File: config.mk
export PLATFORM = sky130hd
export DESIGN_NAME = etp_top
export DESIGN_NICKNAME = d
export VERILOG_FILES = /design/src/verilog/etp_pwm.v /design/src/verilog/etp_top.v
export VERILOG_INCLUDE_DIRS = /design/src /design/src/verilog
export SDC_FILE = /design/constraint.sdc
export NUM_CORES = 1
export LEC_CHECK = 0
export BUFFER_PORTS_ARGS = -buffer_cell sky130_fd_sc_hd__buf_2
export CORE_MARGIN = 4
export CORE_UTILIZATION = 57
export CTS_CLUSTER_SIZE = 40
export DETAILED_ROUTE_END_ITERATION = 10
export PLACE_DENSITY = 0.77
export SLEW_MARGIN = 0
export SYNTH_ARGS = -nofsm -noshare
export SYNTH_HDL_FRONTEND = slang
export SYNTH_SLANG_ARGS = --single-unit
export TNS_END_PERCENT = 20
File: constraint.sdc
create_clock -name mclk -period 2.7 [get_ports mclk]
set_clock_uncertainty 0.05 [all_clocks]
set_input_delay 0.27 -clock mclk [delete_from_list [all_inputs] [get_ports mclk]]
set_output_delay 0.27 -clock mclk [all_outputs]
set_load 0.02 [all_outputs]
File: src/verilog/etp_map.vh
// Constants for the external trigger pin block.
// What this block does
// RQ1: Polarity setting inverts pin both directions.
// RQ2: Defaults: trigger function, normal polarity.
// RQ3: Trigger output pulses on internal trigger.
// RQ4: Output pulse stays low at least 30us.
// RQ5: Input pulse starts only selected target.
// RQ6: External pulses must stay low 30us.
// RQ7: Pin starts sequence only if source external.
// RQ8: Manual source: key starts sequence, pin reports.
// RQ9: Measurement trigger needs host arm too.
// RQ10: Static output: true low, false high normally.
// RQ11: PWM output from frequency and duty settings.
`ifndef ETP_MAP_VH
`define ETP_MAP_VH
// ****************************************************************
// Clock and timing
// ****************************************************************
`define ETP_CLK_MHZ 250
`define ETP_PULSE_US 30
`define ETP_PULSE_CYC (`ETP_PULSE_US * `ETP_CLK_MHZ)
`define ETP_CNT_W 13
// ****************************************************************
// Function select codes
// ****************************************************************
`define ETP_FN_W 3
`define ETP_FN_TRIG 3'h0
`define ETP_FN_IN 3'h1
`define ETP_FN_OUT 3'h2
`define ETP_FN_PWM 3'h3
`define ETP_FN_DEFAULT `ETP_FN_TRIG
`define ETP_TDIR_OUT 1'h0
`define ETP_TDIR_IN 1'h1
// ****************************************************************
// Input targets and sequence source
// ****************************************************************
`define ETP_TGT_W 2
`define ETP_TGT_METER 2'h0
`define ETP_TGT_DLOG 2'h1
`define ETP_TGT_SEQ 2'h2
`define ETP_SRC_MANUAL 1'h0
`define ETP_SRC_EXT 1'h1
`define ETP_POL_NORMAL 1'h0
// ****************************************************************
// PWM setting widths
// ****************************************************************
`define ETP_PWM_W 16
`endif

File: src/verilog/etp_pwm.v
// PWM generator for the trigger pin.
`timescale 1ns/100ps
`default_nettype none
`include "etp_map.vh"
module etp_pwm (
    // Clock and reset
    input wire mclk,
    input wire rst,
    // Settings
    input wire en,
    input wire [`ETP_PWM_W-1:0] period,
    input wire [`ETP_PWM_W-1:0] duty,
    // Waveform, logical true while high
    output reg pwm_q
);
    reg [`ETP_PWM_W-1:0] cnt_q; // Position in period
    // ****************************************************************
    // Period counter and compare
    // ****************************************************************
    // Period sets frequency, duty sets high count
    always @(posedge mclk or posedge rst) begin
        if (rst) begin
            cnt_q <= {`ETP_PWM_W{1'b0}};
            pwm_q <= 1'b0;
        end else if (!en) begin
            cnt_q <= {`ETP_PWM_W{1'b0}};
            pwm_q <= 1'b0;
        end else begin
            // Wrap when period reached; zero period holds at zero
            if (cnt_q >= period)
                cnt_q <= {`ETP_PWM_W{1'b0}};
            else
                cnt_q <= cnt_q + {{(`ETP_PWM_W-1){1'b0}}, 1'b1};
            pwm_q <= (cnt_q < duty); // see RQ11
        end
    end
endmodule // etp_pwm
`default_nettype wire

File: src/verilog/etp_top.v
// External trigger I/O pin: trigger in/out, static level and PWM.
`timescale 1ns/100ps
`default_nettype none
`include "etp_map.vh"
module etp_top (
    // Clock and reset
    input wire mclk,
    input wire rst,
    // Pin, three signals; oe_n low while driving
    input wire pin_i,
    output wire pin_o,
    output wire pin_oe_n,
    // Configuration
    input wire defaults_apply,
    input wire cfg_we,
    input wire [`ETP_FN_W-1:0] cfg_function,
    input wire cfg_trig_dir,
    input wire [`ETP_TGT_W-1:0] cfg_target,
    input wire cfg_invert,
    input wire sequence_trigger_source,
    input wire static_level,
    input wire [`ETP_PWM_W-1:0] pwm_period,
    input wire [`ETP_PWM_W-1:0] pwm_duty,
    // Instrument events
    input wire internal_trigger,
    input wire trigger_key,
    input wire meter_armed,
    // Started functions, one-cycle pulses
    output reg start_meter_q,
    output reg start_dlog_q,
    output reg start_seq_q,
    // Status
    output wire [`ETP_FN_W-1:0] function_q,
    output wire invert_q,
    output reg pulse_busy_q
);
    // ****************************************************************
    // Declarations
    // ****************************************************************
    localparam ST_IDLE = 3'h1; // Waiting for edge
    localparam ST_LOW = 3'h2; // Pin low, counting
    localparam ST_WAIT = 3'h4; // Accepted, wait release
    // Idle spends one active cycle, so the input count stops one earlier
    localparam [31:0] IN_LAST = `ETP_PULSE_CYC - 2;
    localparam [31:0] OUT_LAST = `ETP_PULSE_CYC - 1; // Last output count
    reg [`ETP_FN_W-1:0] fn_q; // Selected function
    reg dir_q; // Trigger direction
    reg [`ETP_TGT_W-1:0] tgt_q; // Input target
    reg inv_q; // Polarity
    reg [2:0] sync_q; // Three-stage pin synchroniser
    reg in_act_q; // Filtered active level
    reg [2:0] st_q; // Input qualifier state
    reg [`ETP_CNT_W-1:0] icnt_q; // Input low time
    reg [`ETP_CNT_W-1:0] ocnt_q; // Output low time
    reg drive_q; // Logical output value
    wire pwm_w; // Generator waveform
    wire trig_out_mode; // Pulse output active
    wire trig_in_mode; // Pulse input active
    wire fire; // Cause of an output pulse
    wire in_valid; // Valid input pulse now
    assign trig_out_mode = (fn_q == `ETP_FN_TRIG) && (dir_q == `ETP_TDIR_OUT);
    assign trig_in_mode = (fn_q == `ETP_FN_TRIG) && (dir_q == `ETP_TDIR_IN);
    // Manual source lets key start sequence and report it
    assign fire = internal_trigger ||
        (trigger_key && sequence_trigger_source == `ETP_SRC_MANUAL); // see RQ3, RQ8
    // ****************************************************************
    // Configuration
    // ****************************************************************
    // Defaults win over a write in the same cycle
    always @(posedge mclk or posedge rst) begin
        if (rst) begin
            fn_q <= `ETP_FN_DEFAULT;
            dir_q <= `ETP_TDIR_OUT;
            tgt_q <= `ETP_TGT_SEQ;
            inv_q <= `ETP_POL_NORMAL;
        end else if (defaults_apply) begin
            fn_q <= `ETP_FN_DEFAULT; // see RQ2
            dir_q <= `ETP_TDIR_OUT;
            tgt_q <= `ETP_TGT_SEQ;
            inv_q <= `ETP_POL_NORMAL; // see RQ2
        end else if (cfg_we) begin
            fn_q <= cfg_function;
            dir_q <= cfg_trig_dir;
            tgt_q <= cfg_target;
            inv_q <= cfg_invert;
        end
    end
    assign function_q = fn_q;
    assign invert_q = inv_q;
    // ****************************************************************
    // Input synchroniser
    // ****************************************************************
    // Level changes once stages two and three agree
    always @(posedge mclk or posedge rst) begin
        if (rst) begin
            sync_q <= 3'h7;
            in_act_q <= 1'b0;
        end else begin
            sync_q <= {sync_q[1:0], pin_i};
            if (sync_q[1] == sync_q[2])
                in_act_q <= sync_q[2] ^ ~inv_q; // see RQ1
        end
    end
    // ****************************************************************
    // Input pulse qualifier
    // ****************************************************************
    // Accept once the active level has held for the minimum width
    assign in_valid = (st_q == ST_LOW) && in_act_q &&
        (icnt_q == IN_LAST[`ETP_CNT_W-1:0]); // see RQ6, RQ5
    always @(posedge mclk or posedge rst) begin
        if (rst) begin
            st_q <= ST_IDLE;
            icnt_q <= {`ETP_CNT_W{1'b0}};
        end else begin
            case (st_q)
                ST_IDLE: begin
                    icnt_q <= {`ETP_CNT_W{1'b0}};
                    if (trig_in_mode && in_act_q)
                        st_q <= ST_LOW;
                end
                ST_LOW: begin
                    if (!in_act_q || !trig_in_mode)
                        st_q <= ST_IDLE; // Too short, dropped
                    else if (in_valid)
                        st_q <= ST_WAIT; // One start per pulse
                    else
                        icnt_q <= icnt_q + {{(`ETP_CNT_W-1){1'b0}}, 1'b1};
                end
                ST_WAIT: begin
                    if (!in_act_q)
                        st_q <= ST_IDLE;
                end
                default: st_q <= ST_IDLE;
            endcase
        end
    end
    // ****************************************************************
    // Target dispatch
    // ****************************************************************
    // Input pulse starts only selected target; key starts sequence under manual source; gates from source and host arm
    always @(posedge mclk or posedge rst) begin
        if (rst) begin
            start_meter_q <= 1'b0;
            start_dlog_q <= 1'b0;
            start_seq_q <= 1'b0;
        end else begin
            start_meter_q <= in_valid && tgt_q == `ETP_TGT_METER
                && meter_armed; // see RQ5, RQ9
            start_dlog_q <= in_valid && tgt_q == `ETP_TGT_DLOG; // see RQ5
            start_seq_q <= (in_valid && tgt_q == `ETP_TGT_SEQ &&
                sequence_trigger_source == `ETP_SRC_EXT) || // see RQ7
                (trigger_key && sequence_trigger_source == `ETP_SRC_MANUAL); // see RQ8
        end
    end
    // ****************************************************************
    // Output pulse stretcher
    // ****************************************************************
    // Triggers during a pulse merge into it; no pulse is cut short
    always @(posedge mclk or posedge rst) begin
        if (rst) begin
            pulse_busy_q <= 1'b0;
            ocnt_q <= {`ETP_CNT_W{1'b0}};
        end else if (pulse_busy_q) begin
            if (ocnt_q == OUT_LAST[`ETP_CNT_W-1:0])
                pulse_busy_q <= 1'b0; // see RQ4
            else
                ocnt_q <= ocnt_q + {{(`ETP_CNT_W-1){1'b0}}, 1'b1};
        end else if (trig_out_mode && fire) begin
            pulse_busy_q <= 1'b1; // see RQ3
            ocnt_q <= {`ETP_CNT_W{1'b0}};
        end
    end
    // ****************************************************************
    // PWM generator
    // ****************************************************************
    etp_pwm u_pwm (
        .mclk(mclk),
        .rst(rst),
        .en(fn_q == `ETP_FN_PWM),
        .period(pwm_period),
        .duty(pwm_duty),
        .pwm_q(pwm_w)
    );
    // ****************************************************************
    // Pin driver
    // ****************************************************************
    // Logical true means low level before polarity
    always @(posedge mclk or posedge rst) begin
        if (rst) begin
            drive_q <= 1'b0;
        end else begin
            case (fn_q)
                `ETP_FN_TRIG: drive_q <= pulse_busy_q; // see RQ4
                `ETP_FN_OUT: drive_q <= static_level; // see RQ10
                `ETP_FN_PWM: drive_q <= pwm_w; // see RQ11
                default: drive_q <= 1'b0;
            endcase
        end
    end
    // Input modes release the pin
    assign pin_oe_n = (fn_q == `ETP_FN_IN) || trig_in_mode;
    assign pin_o = ~(drive_q ^ inv_q); // see RQ1, RQ10
endmodule // etp_top
`default_nettype wire

==> metrics.txt <==
xor/xnor share of the synthesized area=0.0586; arrival time worst endpoint=2.26 ns; share of cell area taken by muxes after synthesis=0.0218; GR met3 Demand/Resource=0.0571; number of antenna violations at the first check in global routing=0; I/O Pins=59; max-cap check violation count=0; vias in the first global route=slightly below 3000; horizontal extent of the die=88.9 um; Lkg Pwr=between 2 and 2.5 nW; post-detailed-route wirelength per cell=14.3 um; Mean Syn Cell Area=about 9.4 um2; sequential share of the synthesized area=0.417; CTS tree=built; number of vias after detailed routing=3069; initial standard-cell utilization of the core=0.588; Relative slew margins=0.452; count of endpoints failing setup in the final report=0; global-route congestion overflow total=0; Setup TNS=0 ns; Post-route DRC=0; floorplan core area=6350 um2; Final Core Density=0.690; Chip Height=88.9 um; average vias per placed instance=5.60; transition time at the pin with the least slew margin=0.819 ns; Critical Path Start Type=flop; buffer type at the clock tree root=clkbuf_8; worst setup path category=flop to flop; most utilized layer in the global route result=met2; final non-filler cell area=4380 um2; CTS buffer count=9; met2 demand-to-capacity share in global routing=0.334; DIE AREA=between 7000 and 8000 um2; Global Route met1 Usage=0.280; share of synthesized flip-flops with an asynchronous set or reset=1.00; flop2flop setup slack=0.62 ns; share of post-route cells with drive strength above 1=0.197; adder and majority gate portion of the synthesized area=0.117; number of core rows=29; netlist area before placement=around 3700 um2; total detailed-routing wirelength=7830 um; count of final max-slew check failures=0; hold_buf cts=2; wire length of the first global-routing pass=13100 um; Tcrit/Tclk final=0.769; post-synthesis instance total=396; total power density per cell area=467 nW/um2; data required time of the worst path=around 2.9 ns; Worst Setup Slack post-DPL=0.626 ns; most instantiated flip-flop cell in the synthesis netlist=dfrtp_1; class of the tightest hold or removal check=primary input to flop; fin worst setup slack=about 0.62 ns; unrepaired setup endpoints after global routing=false; buffer depth of the longest clock path=2; Detailed Routing Iterations Pass 1=4; endpoint kind of the worst setup timing path=flop; Setup Buffers After CTS=0; worst-skew pair later-pin latency=~0.35 ns; count of placed standard cells in the final layout, fillers left out=around 550; total clock sinks=62; f_max=0.482 GHz; pin count of the biggest net entering global routing=55; total of warnings raised by yosys=0; H-tree levels=3; GRT Resource Usage Total=0.213; total area of multi-input combinational cells=2010 um2; number of distinct standard cells referenced by the synthesized netlist=54; total of cells resized after clock tree synthesis=0; worst ir drop on vdd=469 uV; register bit total from synthesis=62; clock slew at reported path FFs=approximately 0.080 ns; layout overhead on the synthesized area=17.3%; final weighted congestion in routability-driven placement=0.845; NumNets Final=550; synthesized-area fraction occupied by and/or/nand/nor cells=0.239; post-layout minimum cycle time=between 2 and 2.5 ns; outcome=completed; antenna-violating nets left=0; 1st-iter DRT viols=106; critical path fanouts, max=10; number of input and output port buffers inserted=58; net count after synthesis=480; largest family of logic cells by synthesized area=simple AND/OR/NAND/NOR gates; filler cell count in the final layout=496; endpoints failing hold=0; register area=1560 um2; number of synthesized flops with an enable pin=0; number of antenna cells inserted=0; post-synthesis compound-gate area fraction=0.103; number of instances in the placed design=530; HPWL after DPL=5930 um; placed cell area=4140 um2
[area by class of cell]
cell class | count | share of cell area
tap | 77 | 0.0220
multi-input combinational | 292 | 0.460
sequential | 62 | 0.356
inverter | 37 | 0.0317
clock buffer | 9 | 0.0283
timing repair buffer | 64 | 0.0805
clock inverter | 7 | 0.0223
[layer usage]
metal / part of all wire / vias to the layer above / routed length (um)
met4: 0.019 / 0 / 146
met3: 0.048 / 14 / 373
li1: - / 1542 / -
met1: 0.46 / 1441 / 3570
met2: 0.48 / 72 / 3740
met5: 0 / - / 0
[report_power, final]
| group | internal [W] | leakage (nW) | switching (W) |
|---|---|---|---|
| Sequential | 0.000947 | 0.823 | 0.0000184 |
| Combinational | 0.0000747 | 1.24 | 0.0000956 |
| Clock | 0.000522 | 0.106 | 0.000387 |
| Total | 0.00154 | 2.17 | 0.000501 |
[stage by stage]
stage               hold WS (ns)  total power [W]
floorplan                  0.224          0.00108
global placement           0.151          0.00115
detailed placement         0.155          0.00115
CTS                       0.0704          0.00206
global route              0.0747          0.00213
finish                    0.0818          0.00204
[placed cells by master, fill, tap and decap left out, types with 2 or more instances in the layout]
master,netlist,layout
inv_1,37,36
dfrtp_1,57,57
or3_1,7,7
and4_1,2,2
a21oi_1,13,13
ha_1,35,35
nand4_1,13,13
bufinv_16,0,2
nand2b_1,2,2
a211o_1,2,2
or4b_1,2,2
or4_1,2,2
dfstp_2,5,5
nand2_1,25,25
and3_1,9,9
clkbuf_8,0,9
xor2_1,18,18
nor4b_1,2,2
and4b_1,2,2
nor2_1,46,46
buf_4,1,3
nor2b_1,4,4
a31oi_1,3,3
nand4bb_1,2,2
buf_2,1,58
nor3_1,5,5
nand3_1,31,31
o21ai_0,17,17
a21o_1,3,3
o211ai_1,3,3
mux2i_1,7,7
a211oi_1,7,7
o21a_1,2,2
clkinvlp_4,0,2
dlygate4sd3_1,0,2
xnor2_1,7,7
[sequential cells by signal, indices dropped and copies added (netlist names)]
register,flops
dir_q,1
drive_q,1
function_q,3
icnt_q,13
in_act_q,1
invert_q,1
ocnt_q,13
pulse_busy_q,1
st_q,3
start_dlog_q,1
start_meter_q,1
start_seq_q,1
sync_q,3
tgt_q,2
u_pwm.cnt_q,16
u_pwm.pwm_q,1
[Yosys cell counts, drive strengths merged, types with 3 or more instances]
master	instances	area, um2
or3	7	43.8
and3	9	56.3
o211ai	3	22.5
a21oi	13	65.1
a21o	3	22.5
xor2	18	158
nand4	14	93.8
nor2b	4	25.0
dfstp	5	131
nor2	46	173
nor3	6	41.3
o21ai	18	90.1
ha	35	438
xnor2	7	61.3
mux2i	7	70.1
nand2	26	100
a31oi	3	18.8
a211oi	7	52.6
inv	37	139
clkbuf	3	11.3
nand3	31	155
dfrtp	57	1430
[logic make-up after synthesis]
kind of cell    after synthesis
simple gates                165
xor+xnor                     25
flops                        62
compound gates               59
buf+inv                      42
fa+ha+maj                    35
mux                           8
[path summary, 6_finish.rpt]
| kind | cells past startpoint | from | endpoint |
|---|---|---|---|
| max | 7 | icnt_q[0]$_DFFE_PP0P_ | icnt_q[1]$_DFFE_PP0P_ |
| min | 2 | cfg_target[1] | tgt_q[1]$_DFFE_PP1P_ |
| max reg2reg | 7 | icnt_q[0]$_DFFE_PP0P_ | icnt_q[1]$_DFFE_PP0P_ |
| min reg2reg | 0 | sync_q[0]$_DFF_PP1_ | sync_q[1]$_DFF_PP1_ |
| max in group asynchronous | 4 | rst | sync_q[0]$_DFF_PP1_ |
| min in group asynchronous | 3 | rst | u_pwm.cnt_q[2]$_DFF_PP0_ |
[critical path: stages, from the launching register on]
cell,delay [ns]
dfrtp_1,0.43
inv_1,0.07
ha_1,0.15
nor4bb_1,0.41
nand4_2,0.32
nand2_1,0.23
a211oi_1,0.10
a31o_2,0.21
Power figures use the tool's default switching activity.
